[src/design/auth_seq_consts.svh]
// register map, field positions and fixed values of the authentication sequencer
// Overview of operation
// - First authentication allowed whether authenticated or not; follow-on only when already authenticated.
// - Any command other than the matching second part aborts a pending attempt.
// - Longer reader messages accepted if length capability is right; reader capabilities not interpreted.
// - Only keys zero to four that exist are usable; others are rejected.
// - Outside an application every symmetric authentication is refused.
// - First part draws a 16-byte challenge, encrypts it, clears counter, makes new identifier.
// - Enabled usage counting adds one per first authentication; reached limit refuses authentication.
// - Usage counter stops at its maximum yet authentications stay accepted.
// - Second part is decrypted and rotated device challenge checked; mismatch refuses.
// - Answer holds rotated reader challenge, identifier, six own and six echoed capability bytes.
// - Watchdog started in first part; expiry before second part refuses the second part.
// - Success derives keys and authenticates; any failure leaves the unauthenticated state.
// - Follow-on refused without active symmetric authentication; only AES keys accepted.
// - Follow-on keeps identifier and counter, no capabilities, no usage count.
// - Session keys come from CMAC counter-mode derivation keyed with the authentication key.
// - Derivation input begins with a two-byte purpose label, one per key.
// - Block counter one, or one to two for 256-bit; length field 128 or 256.
// - Context mixes reader and device challenges into 26 bytes in a fixed order.
// - For 128-bit keys each session key is one CMAC of its vector.
// - For 256-bit keys each session key joins CMACs for counters one and two.
// - Challenge encryption and decryption use AES in CBC mode.
`ifndef AUTH_SEQ_CONSTS_SVH
`define AUTH_SEQ_CONSTS_SVH
`define OFF_CTRL  8'h00
`define OFF_STAT  8'h04
`define OFF_CFG   8'h08
`define OFF_UCNT  8'h0c
`define OFF_ULIM  8'h10
`define OFF_WDTO  8'h14
`define OFF_RCAPL 8'h18
`define OFF_RCAPH 8'h1c
`define OFF_TID   8'h20
`define OFF_BUF   8'h40
`define BUF_LAST  8'h5c
`define CTRL_CMD  2:0
`define CTRL_KEY  7:4
`define CTRL_LEN  8
`define CFG_APP   0
`define CFG_WDT   1
`define CFG_CNT   2
`define CFG_LIM   3
`define CFG_256   4
`define CFG_AES   5
`define CFG_KEYS  15:8
`define CFG_RST   32'h0000_0000
`define WDTO_RST  32'h0000_1000
`define KEY_MAX   4'h4
`define UCNT_MAX  28'hfffffff
`define LBL_MAC   16'h5aa5
`define LBL_ENC   16'ha55a
`define CTR_ONE   16'h0001
`define CTR_TWO   16'h0002
`define LEN_128   16'h0080
`define LEN_256   16'h0100
`define DEV_CAP   48'h0000_0000_0000
`endif

[src/design/auth_seq_pkg.sv]
// types shared by the authentication sequencer
package auth_seq_pkg;
  typedef enum logic [3:0] {
    S_IDLE = 4'h0, S_RNGB = 4'h1, S_RNGT = 4'h3, S_ENC = 4'h2,
    S_DEC = 4'h6, S_CHK = 4'h7, S_KDF = 4'h5
  } state_t;
  typedef enum logic [2:0] {
    C_NONE = 3'h0, C_FIRST1 = 3'h1, C_FIRST2 = 3'h2, C_NEXT1 = 3'h3, C_NEXT2 = 3'h4
  } cmd_t;
  typedef enum logic [3:0] {
    E_OK = 4'h0, E_STATE = 4'h1, E_KEY = 4'h2, E_LIMIT = 4'h3, E_SEQ = 4'h4,
    E_WDT = 4'h5, E_MISMATCH = 4'h6, E_LEN = 4'h7, E_BUSY = 4'h8
  } err_t;
  typedef struct packed {logic req; logic dec; logic [127:0] din;} aes_req_t;
  typedef struct packed {logic ack; logic [127:0] dout;} aes_rsp_t;
  typedef struct packed {logic req; logic [255:0] msg;} cmac_req_t;
  typedef struct packed {logic ack; logic [127:0] mac;} cmac_rsp_t;
  typedef struct packed {logic ack; logic [127:0] data;} rng_rsp_t;
endpackage

[src/design/aes_mutual_auth_sequencer.sv]
// symmetric mutual authentication sequencer with wishbone register slave
//
// Chosen here: the Wishbone register port and the address map.
`timescale 1ns/1ns
`include "auth_seq_consts.svh"
module aes_mutual_auth_sequencer
  import auth_seq_pkg::*;
(
  input  wire logic         clk_sys,
  input  wire logic         nrst,
  input  wire logic         cyc_i,
  input  wire logic         stb_i,
  input  wire logic         we_i,
  input  wire logic [7:0]   adr_i,
  input  wire logic [3:0]   sel_i,
  input  wire logic [31:0]  dat_i,
  output wire logic [31:0]  dat_o,
  output wire logic         ack_o,
  output wire aes_req_t     aes_o,
  input  wire aes_rsp_t     aes_i,
  output wire cmac_req_t    cmac_o,
  input  wire cmac_rsp_t    cmac_i,
  output wire logic         rng_req,
  input  wire rng_rsp_t     rng_i,
  output wire logic [3:0]   key_number,
  output wire logic [255:0] enc_key,
  output wire logic [255:0] mac_key,
  output wire logic         sm_active,
  output wire logic         cmd_ctr_clr,
  output wire logic [31:0]  trans_id
);

  function automatic logic [31:0] merge(
    input logic [31:0] old_w,
    input logic [31:0] new_w,
    input logic [3:0]  sel
  );
    logic [31:0] r;
    r = old_w;
    for (int i = 0; i < 4; i++) begin
      if (sel[i]) begin
        r[8*i +: 8] = new_w[8*i +: 8];
      end
    end
    return r;
  endfunction

  function automatic logic [127:0] rotl8(input logic [127:0] x);
    return {x[119:0], x[127:120]};
  endfunction

  function automatic logic [255:0] sv(
    input logic [15:0]  lbl,
    input logic [15:0]  ctr,
    input logic [15:0]  len,
    input logic [127:0] a,
    input logic [127:0] b
  );
    return {lbl, ctr, len, a[127:112], a[111:64] ^ b[127:80], b[79:0], a[63:0]};
  endfunction

  // reset release
  logic [1:0] rst_sync_ff;
  wire        rst_n = rst_sync_ff[1];
  always_ff @(posedge clk_sys or negedge nrst) begin
    if (!nrst) rst_sync_ff <= 2'h0;
    else rst_sync_ff <= {rst_sync_ff[0], 1'b1};
  end

  state_t        st_ff;
  state_t        nxt_st;
  err_t          err_ff;
  logic          ack_ff;
  logic [31:0]   dat_ff;
  logic [31:0]   cfg_ff;
  logic [27:0]   ucnt_ff;
  logic [27:0]   ulim_ff;
  logic [31:0]   wdto_ff;
  logic [31:0]   wdt_cnt_ff;
  logic          wdt_exp_ff;
  logic [47:0]   rcap_ff;
  logic [31:0]   buf_ff [8];
  logic [127:0]  device_challenge_ff;
  logic [127:0]  reader_challenge_ff;
  logic [127:0]  rbp_ff;
  logic [31:0]   ti_pend_ff;
  logic [31:0]   ti_ff;
  logic [3:0]    pend_key_ff;
  logic          pend_ff;
  logic          pend_next_ff;
  logic          p2_ff;
  logic          nblk_ff;
  logic          blk_ff;
  logic [1:0]    kdf_ff;
  logic          auth_ff;
  logic          clr_ff;
  logic          rng_ff;
  aes_req_t      aes_ff;
  cmac_req_t     cmac_ff;
  logic [255:0]  enc_ff;
  logic [255:0]  mac_ff;

  // bus decode
  wire         bus_req = cyc_i & stb_i & ~ack_ff;
  wire         bus_wr  = bus_req & we_i;
  wire [7:0]   adr     = {adr_i[7:2], 2'b00};
  wire         in_buf  = (adr >= `OFF_BUF) && (adr <= `BUF_LAST);
  wire [2:0]   buf_idx = adr[4:2];
  wire         idle    = st_ff == S_IDLE;
  wire         wr_ctrl = bus_wr && adr == `OFF_CTRL && sel_i[0];
  wire         buf_we  = bus_wr && in_buf && idle;

  wire         cfg_app  = cfg_ff[`CFG_APP];
  wire         cfg_wdt  = cfg_ff[`CFG_WDT];
  wire         cfg_cnt  = cfg_ff[`CFG_CNT];
  wire         cfg_lim  = cfg_ff[`CFG_LIM];
  wire         cfg_256  = cfg_ff[`CFG_256];
  wire         cfg_aes  = cfg_ff[`CFG_AES];
  wire [7:0]   cfg_keys = cfg_ff[`CFG_KEYS];

  wire [127:0] msg_hi = {buf_ff[0], buf_ff[1], buf_ff[2], buf_ff[3]};
  wire [127:0] msg_lo = {buf_ff[4], buf_ff[5], buf_ff[6], buf_ff[7]};

  wire         busy  = ~idle;
  wire         limit_hit = cfg_lim && (ucnt_ff >= ulim_ff);
  wire [31:0]  stat_w = {22'h0, limit_hit, wdt_exp_ff, err_ff, pend_next_ff,
                         pend_ff, auth_ff, busy};
  wire [31:0]  rd_data =
    in_buf                ? buf_ff[buf_idx] :
    (adr == `OFF_STAT)    ? stat_w :
    (adr == `OFF_CFG)     ? cfg_ff :
    (adr == `OFF_UCNT)    ? {4'h0, ucnt_ff} :
    (adr == `OFF_ULIM)    ? {4'h0, ulim_ff} :
    (adr == `OFF_WDTO)    ? wdto_ff :
    (adr == `OFF_RCAPL)   ? rcap_ff[31:0] :
    (adr == `OFF_RCAPH)   ? {16'h0, rcap_ff[47:32]} :
    (adr == `OFF_TID)     ? ti_ff :
    32'h0;

  // command decode
  wire [2:0]   cmd  = dat_i[`CTRL_CMD];
  wire [3:0]   key  = dat_i[`CTRL_KEY];
  wire         len_ok = dat_i[`CTRL_LEN];
  wire         go   = wr_ctrl && idle;
  wire         is_p1 = cmd == C_FIRST1 || cmd == C_NEXT1;
  wire         is_p2 = cmd == C_FIRST2 || cmd == C_NEXT2;
  wire         want_next = cmd == C_NEXT1 || cmd == C_NEXT2;
  // keys 0..4 within an application, existing and of AES type
  wire         key_ok = cfg_app && (key <= `KEY_MAX) && cfg_keys[key[2:0]] && cfg_aes;

  err_t e1;
  err_t e2;
  err_t go_err;
  assign e1 = !len_ok                 ? E_LEN :
              (want_next && !auth_ff) ? E_STATE :
              !key_ok                 ? E_KEY :
              limit_hit               ? E_LIMIT :
              E_OK;
  assign e2 = (!pend_ff || pend_next_ff != want_next) ? E_SEQ :
              wdt_exp_ff              ? E_WDT :
              !len_ok                 ? E_LEN :
              E_OK;
  // a pending attempt tolerates nothing but its own second part
  assign go_err = (pend_ff && !is_p2) ? E_SEQ :
                  is_p1 ? e1 : is_p2 ? e2 : E_OK;

  wire start1 = go && is_p1 && go_err == E_OK;
  wire start2 = go && is_p2 && go_err == E_OK;
  wire fail_go = go && go_err != E_OK;

  // engine events
  wire aes_done  = aes_ff.req & aes_i.ack;
  wire rng_done  = rng_ff & rng_i.ack;
  wire cmac_done = cmac_ff.req & cmac_i.ack;
  wire need2     = (st_ff == S_DEC) || nblk_ff;
  wire last_blk  = blk_ff == need2;
  wire enc_end   = st_ff == S_ENC && aes_done && last_blk;
  wire chk_run   = st_ff == S_CHK;
  wire chk_ok    = chk_run && (rbp_ff == rotl8(device_challenge_ff));
  wire fail_any  = fail_go || (chk_run && !chk_ok);
  wire [1:0] kdf_last = cfg_256 ? 2'h3 : 2'h1;
  wire kdf_end   = st_ff == S_KDF && cmac_done && kdf_ff == kdf_last;
  wire part1_end = enc_end && !p2_ff;

  always_comb begin
    nxt_st = st_ff;
    case (st_ff)
      S_IDLE: begin
        if (start1) nxt_st = S_RNGB;
        else if (start2) nxt_st = S_DEC;
      end
      S_RNGB: if (rng_done) nxt_st = pend_next_ff ? S_ENC : S_RNGT;
      S_RNGT: if (rng_done) nxt_st = S_ENC;
      S_ENC:  if (aes_done && last_blk) nxt_st = p2_ff ? S_KDF : S_IDLE;
      S_DEC:  if (aes_done && last_blk) nxt_st = S_CHK;
      S_CHK:  nxt_st = chk_ok ? S_ENC : S_IDLE;
      S_KDF:  if (kdf_end) nxt_st = S_IDLE;
      default: nxt_st = S_IDLE;
    endcase
  end

  always_ff @(posedge clk_sys or negedge rst_n) begin
    if (!rst_n) st_ff <= S_IDLE;
    else st_ff <= nxt_st;
  end

  // wishbone answer: one cycle after the request is seen
  always_ff @(posedge clk_sys or negedge rst_n) begin
    if (!rst_n) begin
      ack_ff <= 1'b0;
      dat_ff <= 32'h0;
    end else begin
      ack_ff <= bus_req;
      if (bus_req && !we_i) dat_ff <= rd_data;
    end
  end

  // software registers
  always_ff @(posedge clk_sys or negedge rst_n) begin
    if (!rst_n) begin
      cfg_ff  <= `CFG_RST;
      ulim_ff <= 28'h0;
      wdto_ff <= `WDTO_RST;
      rcap_ff <= 48'h0;
    end else if (bus_wr) begin
      if (adr == `OFF_CFG) cfg_ff <= merge(cfg_ff, dat_i, sel_i);
      if (adr == `OFF_ULIM) ulim_ff <= 28'(merge({4'h0, ulim_ff}, dat_i, sel_i));
      if (adr == `OFF_WDTO) wdto_ff <= merge(wdto_ff, dat_i, sel_i);
      if (adr == `OFF_RCAPL) rcap_ff[31:0] <= merge(rcap_ff[31:0], dat_i, sel_i);
      if (adr == `OFF_RCAPH) rcap_ff[47:32] <= 16'(merge({16'h0, rcap_ff[47:32]}, dat_i, sel_i));
    end
  end

  // message buffer: loaded by software, overwritten by results
  wire [127:0] rnd_ap  = rotl8(reader_challenge_ff);
  wire [127:0] resp_hi = pend_next_ff ? rnd_ap : {ti_pend_ff, rnd_ap[127:32]};
  wire [127:0] resp_lo = {rnd_ap[31:0], `DEV_CAP, rcap_ff};
  wire ld_hi = (st_ff == S_RNGB && rng_done) || (st_ff == S_ENC && aes_done && !blk_ff) || chk_ok;
  wire ld_lo = (st_ff == S_ENC && aes_done && blk_ff) || chk_ok;
  wire [127:0] new_hi = (st_ff == S_RNGB) ? rng_i.data :
                        (st_ff == S_ENC) ? aes_i.dout : resp_hi;
  wire [127:0] new_lo = (st_ff == S_ENC) ? aes_i.dout : resp_lo;
  wire [255:0] new_all = {new_hi, new_lo};

  always_ff @(posedge clk_sys or negedge rst_n) begin
    if (!rst_n) begin
      for (int i = 0; i < 8; i++) buf_ff[i] <= 32'h0;
    end else begin
      for (int i = 0; i < 8; i++) begin
        if (i < 4 ? ld_hi : ld_lo) buf_ff[i] <= new_all[255 - 32*i -: 32];
        else if (buf_we && buf_idx == 3'(i)) buf_ff[i] <= merge(buf_ff[i], dat_i, sel_i);
      end
    end
  end

  // pending attempt
  always_ff @(posedge clk_sys or negedge rst_n) begin
    if (!rst_n) begin
      pend_ff      <= 1'b0;
      pend_next_ff <= 1'b0;
      pend_key_ff  <= 4'h0;
      device_challenge_ff      <= 128'h0;
      ti_pend_ff   <= 32'h0;
      p2_ff        <= 1'b0;
      nblk_ff      <= 1'b0;
    end else begin
      if (start1) begin
        pend_next_ff <= want_next;
        pend_key_ff  <= key;
        p2_ff        <= 1'b0;
        nblk_ff      <= 1'b0;
      end
      if (start2) p2_ff <= 1'b1;
      if (st_ff == S_RNGB && rng_done) device_challenge_ff <= rng_i.data;
      if (st_ff == S_RNGT && rng_done) ti_pend_ff <= rng_i.data[31:0];
      if (chk_ok) nblk_ff <= ~pend_next_ff;
      if (part1_end) pend_ff <= 1'b1;
      else if (fail_any || start2) pend_ff <= 1'b0;
    end
  end

  // CBC with zero IV over up to two blocks
  always_ff @(posedge clk_sys or negedge rst_n) begin
    if (!rst_n) begin
      aes_ff  <= '0;
      blk_ff  <= 1'b0;
      reader_challenge_ff <= 128'h0;
      rbp_ff  <= 128'h0;
    end else begin
      if (aes_done) begin
        aes_ff.req <= 1'b0;
        blk_ff     <= !blk_ff && need2;
      end else if ((st_ff == S_ENC || st_ff == S_DEC) && !aes_ff.req) begin
        aes_ff.req <= 1'b1;
        aes_ff.dec <= st_ff == S_DEC;
        aes_ff.din <= !blk_ff ? msg_hi : (st_ff == S_ENC) ? (msg_lo ^ msg_hi) : msg_lo;
      end
      if (st_ff == S_DEC && aes_done && !blk_ff) reader_challenge_ff <= aes_i.dout;
      if (st_ff == S_DEC && aes_done && blk_ff) rbp_ff <= aes_i.dout ^ msg_hi;
    end
  end

  always_ff @(posedge clk_sys or negedge rst_n) begin
    if (!rst_n) rng_ff <= 1'b0;
    else if (rng_done) rng_ff <= 1'b0;
    else if ((st_ff == S_RNGB || st_ff == S_RNGT) && !rng_ff) rng_ff <= 1'b1;
  end

  // session key derivation
  wire [255:0] kdf_vec = sv(kdf_ff[0] ? `LBL_MAC : `LBL_ENC,
                            kdf_ff[1] ? `CTR_TWO : `CTR_ONE,
                            cfg_256 ? `LEN_256 : `LEN_128,
                            reader_challenge_ff, device_challenge_ff);

  always_ff @(posedge clk_sys or negedge rst_n) begin
    if (!rst_n) begin
      cmac_ff <= '0;
      kdf_ff  <= 2'h0;
    end else if (cmac_done) begin
      cmac_ff.req <= 1'b0;
      kdf_ff      <= kdf_end ? 2'h0 : kdf_ff + 2'h1;
    end else if (st_ff == S_KDF && !cmac_ff.req) begin
      cmac_ff.req <= 1'b1;
      cmac_ff.msg <= kdf_vec;
    end
  end

  always_ff @(posedge clk_sys or negedge rst_n) begin
    if (!rst_n) begin
      enc_ff <= 256'h0;
      mac_ff <= 256'h0;
    end else if (chk_ok || fail_any) begin
      enc_ff <= 256'h0;
      mac_ff <= 256'h0;
    end else if (st_ff == S_KDF && cmac_done) begin
      // counter one lands low, counter two shifts it up
      if (kdf_ff[0]) mac_ff <= {mac_ff[127:0], cmac_i.mac};
      else enc_ff <= {enc_ff[127:0], cmac_i.mac};
    end
  end

  // authentication state, identifier and counters
  always_ff @(posedge clk_sys or negedge rst_n) begin
    if (!rst_n) begin
      auth_ff <= 1'b0;
      ti_ff   <= 32'h0;
      clr_ff  <= 1'b0;
      err_ff  <= E_OK;
    end else begin
      if (kdf_end) auth_ff <= 1'b1;
      else if (fail_any) auth_ff <= 1'b0;
      if (kdf_end && !pend_next_ff) ti_ff <= ti_pend_ff;
      clr_ff <= part1_end && !pend_next_ff;
      if (go) err_ff <= go_err;
      else if (wr_ctrl) err_ff <= E_BUSY;
      else if (chk_run && !chk_ok) err_ff <= E_MISMATCH;
    end
  end

  always_ff @(posedge clk_sys or negedge rst_n) begin
    if (!rst_n) ucnt_ff <= 28'h0;
    else if (part1_end && !pend_next_ff && cfg_cnt && ucnt_ff != `UCNT_MAX)
      ucnt_ff <= ucnt_ff + 28'h1;
  end

  // watchdog between the two parts
  always_ff @(posedge clk_sys or negedge rst_n) begin
    if (!rst_n) begin
      wdt_cnt_ff <= 32'h0;
      wdt_exp_ff <= 1'b0;
    end else begin
      if (start1) wdt_cnt_ff <= wdto_ff;
      else if (wdt_cnt_ff != 32'h0) wdt_cnt_ff <= wdt_cnt_ff - 32'h1;
      if (start1) wdt_exp_ff <= 1'b0;
      else if (pend_ff && cfg_wdt && wdt_cnt_ff == 32'h0) wdt_exp_ff <= 1'b1;
    end
  end

  assign dat_o       = dat_ff;
  assign ack_o       = ack_ff;
  assign aes_o       = aes_ff;
  assign cmac_o      = cmac_ff;
  assign rng_req     = rng_ff;
  assign key_number  = pend_key_ff;
  assign enc_key     = enc_ff;
  assign mac_key     = mac_ff;
  assign sm_active   = auth_ff;
  assign cmd_ctr_clr = clr_ff;
  assign trans_id    = ti_ff;

endmodule // aes_mutual_auth_sequencer

[config.mk]
export PLATFORM = sky130hd
export DESIGN_NAME = aes_mutual_auth_sequencer
export DESIGN_NICKNAME = d
export VERILOG_FILES = /design/src/design/auth_seq_pkg.sv /design/src/design/aes_mutual_auth_sequencer.sv
export VERILOG_INCLUDE_DIRS = /design/src /design/src/design
export SDC_FILE = /design/constraint.sdc
export NUM_CORES = 2
export LEC_CHECK = 0
export ABC_AREA = 1
export BUFFER_PORTS_ARGS = -buffer_cell sky130_fd_sc_hd__buf_4
export CELL_PAD_IN_SITES_DETAIL_PLACEMENT = 1
export CELL_PAD_IN_SITES_GLOBAL_PLACEMENT = 2
export CORE_AREA = 2 2 541 543
export CTS_CLUSTER_SIZE = 28
export DETAILED_ROUTE_END_ITERATION = 8
export DIE_AREA = 0 0 543 545
export GPL_TIMING_DRIVEN = 0
export PLACE_DENSITY = 0.72
export SLEW_MARGIN = 20
export SYNTH_ARGS = -nofsm -noshare
export SYNTH_HDL_FRONTEND = slang
export SYNTH_SLANG_ARGS = --single-unit
[constraint.sdc]
create_clock -name clk_sys -period 91.1 [get_ports clk_sys]
set_clock_uncertainty 0.1 [all_clocks]
set_input_delay 9.11 -clock clk_sys [delete_from_list [all_inputs] [get_ports clk_sys]]
set_output_delay 9.11 -clock clk_sys [all_outputs]
set_load 0.03 [all_outputs]
==> qor.yml <==
critical_path:
  start_kind: "primary input"
  rr_startpoint: "device_challenge_ff[8]$_DFFE_PN0P_"
  r2r_slack_ns: 84.53
  critPathMaxFanout: 10
  path_cells: "buf_4, nor2_1, inv_1, nor2_1, inv_1, clkbuf_1, o22ai_1, o211ai_1, o21ai_0, a31oi_1"
  reg2regPathDepth: 13
  reg2reg_to: "buf_ff[121]$_DFFE_PN0P_"
  crit_start: "adr_i[2]"
  endpoint_kind: "flop"
  cp.required_ns: 91.77
  crit_type: "primary input to flop"
  cp_slowest_stage_delay_ns: 0.86
  critPathSlowestCell: "nor2_1"
  worstPathArrival_ns: 13.23
power_and_ir_drop:
  seqPwrFrac: 0.366
  p_leak_uw: 0.05512
  total_power_uw: 4214
  cellInternalPower_uw: 2117
  clkPwrFrac: 0.232
  swShare: 0.4975
  ir_drop_v: 0.00001933
  switchingPower_uw: 2097
  combinationalPowerShare: 0.402
  p_per_area_nw_per_um2: 37.77
layout:
  layout.nets: 12950
  final_cell_mix: "nand2_1, dfrtp_1, buf_4"
  post-route-util: 0.3846
  area_growth_pct: 28.26
  drive_above_1_share: 0.1629
  final_common_cell: "nand2_1"
  n_fill_cell: 34798
clocking:
  cts_hold_buf: 0
  cts_setup_buffers: 0
  insertion_delay_ns: 0.95
  cts_max_level: 4
  root_buffer: "clkbuf_16"
  cts_tree: "built"
  clk_pin_slew_worst_paths_ns: 0.06
  clockBufferDepth: 4
  cts_buffers: 221
  ctsResizeCount: 0
  cts_sinks: 1818
global_routing:
  antenna_found_initial: 123
  grt_pass1_vias: 91185
  grt_pass1_wl_mm: 842.7
  grt-ovfl-total: 0
  grt_max_degree: 58
  grt.total_usage: 0.4278
route:
  routedWlPerCell_microns: 39.19
  drt-pass1-iter-count: 6
  routed_wl_mm: 650.7
  drt-initial-drc-count: 11795
  antenna_left: 0
  vias: 92509
  drc: 0
  viasPerCell: 5.571
synthesis:
  syn_area_sq_um: 86980
  synth_warnings: 0
  synth-edff-count: 0
  ys.flop_type: "dfrtp_1"
  ys_types: 51
  seq_area_frac_synth: 0.5230
  async_flop_share: 1.000
  syn-instance-count: 10798
  synth_seq_cells: 1818
  postSynthAreaPerCell_sq_um: 8.055
outcome:
  status: "completed"
run:
  cap_violations: 0
sta:
  fmax_mhz: 79.60
  rsz0062_at_grt: "false"
  finalMaxSlewViolations: 0
  fin_hold_ws_ns: 0.1739
  worst_slew_pin_slew_ns: 1.364
  slew_headroom: 0.08668
  min_period_over_period: 0.1379
  setup_viol: 0
  setup_tns_ns: 0
  hold_violations: 0
  min_period_ns: 12.56
place:
  port_buffers: 1375
  dpl.hpwl_mm: 546.9
  place_congestion: 1.071
floorplan:
  die_w_microns: 543
  coreArea_sq_um: 290100
  design.die.area_sq_um: 295900
  die_y_microns: 545
  initial_utilization: 0.2998
  rows: 198
  pin_count: 1407
hold_path:
  worstHoldPathType: "flop to asynchronous set/reset pin"
[flip-flops by register name (all words and copies together) (netlist names), 2 cells and up]
name,cells
aes_o,130
buf_ff,256
cfg_ff,32
cmac_o,215
dat_o,32
device_challenge_ff,128
enc_key,256
err_ff,4
kdf_ff,2
key_number,4
mac_key,256
rbp_ff,128
rcap_ff,48
reader_challenge_ff,128
rst_sync_ff,2
st_ff,3
ti_pend_ff,32
trans_id,32
ucnt_ff,28
ulim_ff,28
wdt_cnt_ff,32
wdto_ff,32
[critical path, delay by kind of cell]
kind	cells	cell delay (ns)
AO/OA/AOI/OAI	4	1.20
buffers and inverters	4	1.19
AND/OR/NAND/NOR	2	1.71
[worst max-delay path by stage]
stage,to,slack [ns],cells after the start
global placement,cmac_o[108]$_DFFE_PN0P_,11.14,0
finish,dat_o[23]$_DFFE_PN0P_,78.54,10
global route,dat_o[23]$_DFFE_PN0P_,78.64,10
floorplan,ack_o$_DFF_PN0_,36.57,0
CTS,dat_o[11]$_DFFE_PN0P_,78.84,12
detailed placement,dat_o[11]$_DFFE_PN0P_,77.89,12
[synth_stat cells, types with 50 or more instances]
| cell type | n | share of area |
|---|---|---|
| o211ai_1 | 366 | 0.032 |
| buf_2 | 52 | 0.0030 |
| nand3_1 | 183 | 0.011 |
| xor2_1 | 73 | 0.0074 |
| dfrtp_1 | 1817 | 0.52 |
| xnor2_1 | 367 | 0.037 |
| inv_1 | 694 | 0.030 |
| nand4_1 | 72 | 0.0052 |
| o21ai_0 | 925 | 0.053 |
| a31oi_1 | 108 | 0.0078 |
| nand2_1 | 4215 | 0.18 |
| nor2_1 | 597 | 0.026 |
| buf_4 | 50 | 0.0043 |
| mux2_2 | 62 | 0.0080 |
| a21oi_1 | 292 | 0.017 |
| a22oi_1 | 83 | 0.0072 |
| clkbuf_1 | 520 | 0.022 |
[layout make-up]
| class | instances | area [sq um] | area share |
|---|---|---|---|
| diodes | 43 | 107.6 | 0.0009645 |
| flip-flops and latches | 1818 | 45500 | 0.4078 |
| plain buffers | 671 | 2889 | 0.02590 |
| repair buffers | 1435 | 11600 | 0.1040 |
| multi-input cells | 7615 | 36080 | 0.3234 |
| well taps | 3900 | 4880 | 0.04374 |
| clock buffers | 305 | 6389 | 0.05727 |
| inverters | 721 | 2706 | 0.02426 |
| clock inverters | 98 | 1411 | 0.01265 |
[power by group through the flow]
stage / clock network, uW / logic [uW] / registers (uW)
finish: 976 / 1700 / 1540
global route: 1010 / 1760 / 1530
CTS: 982 / 1660 / 1510
detailed placement: 0 / 1650 / 1520
global placement: 0 / 1600 / 1540
floorplan: 0 / 609 / 1490
[per-stage QoR]
| stage | setup slack [ns] | instance area (sq um) | cells |
|---|---|---|---|
| after floorplan | 36.57 | 87080 | 10825 |
| after global placement | 11.14 | 102300 | 16100 |
| after detailed placement | 77.89 | 103600 | 16156 |
| after CTS | 78.84 | 111400 | 16559 |
| after global routing | 78.64 | 111500 | 16570 |
| final | 78.54 | 111600 | 16606 |
[layer usage]
layer	wire [microns]	global-route usage	vias to the layer above
li1	-	-	38060
met5	302	0	-
met3	58560	0.1020	1182
met1	269700	0.5687	48242
met4	42560	0.2383	38
met2	279600	0.6374	4987
[cells by family (layout without fill, tap and decap cells)]
group / Yosys count / after routing / synth area share
compound gates: 1916 / 1916 / 0.1277
xor+xnor: 440 / 440 / 0.04431
fa+ha+maj: 31 / 31 / 0.004459
buf+inv: 1392 / 3230 / 0.06393
flops: 1818 / 1818 / 0.5230
mux: 62 / 62 / 0.008027
other cells: 2 / 72 / 0.00008634
simple gates: 5137 / 5137 / 0.2285
No activity file was read; power rests on OpenSTA's default activity.
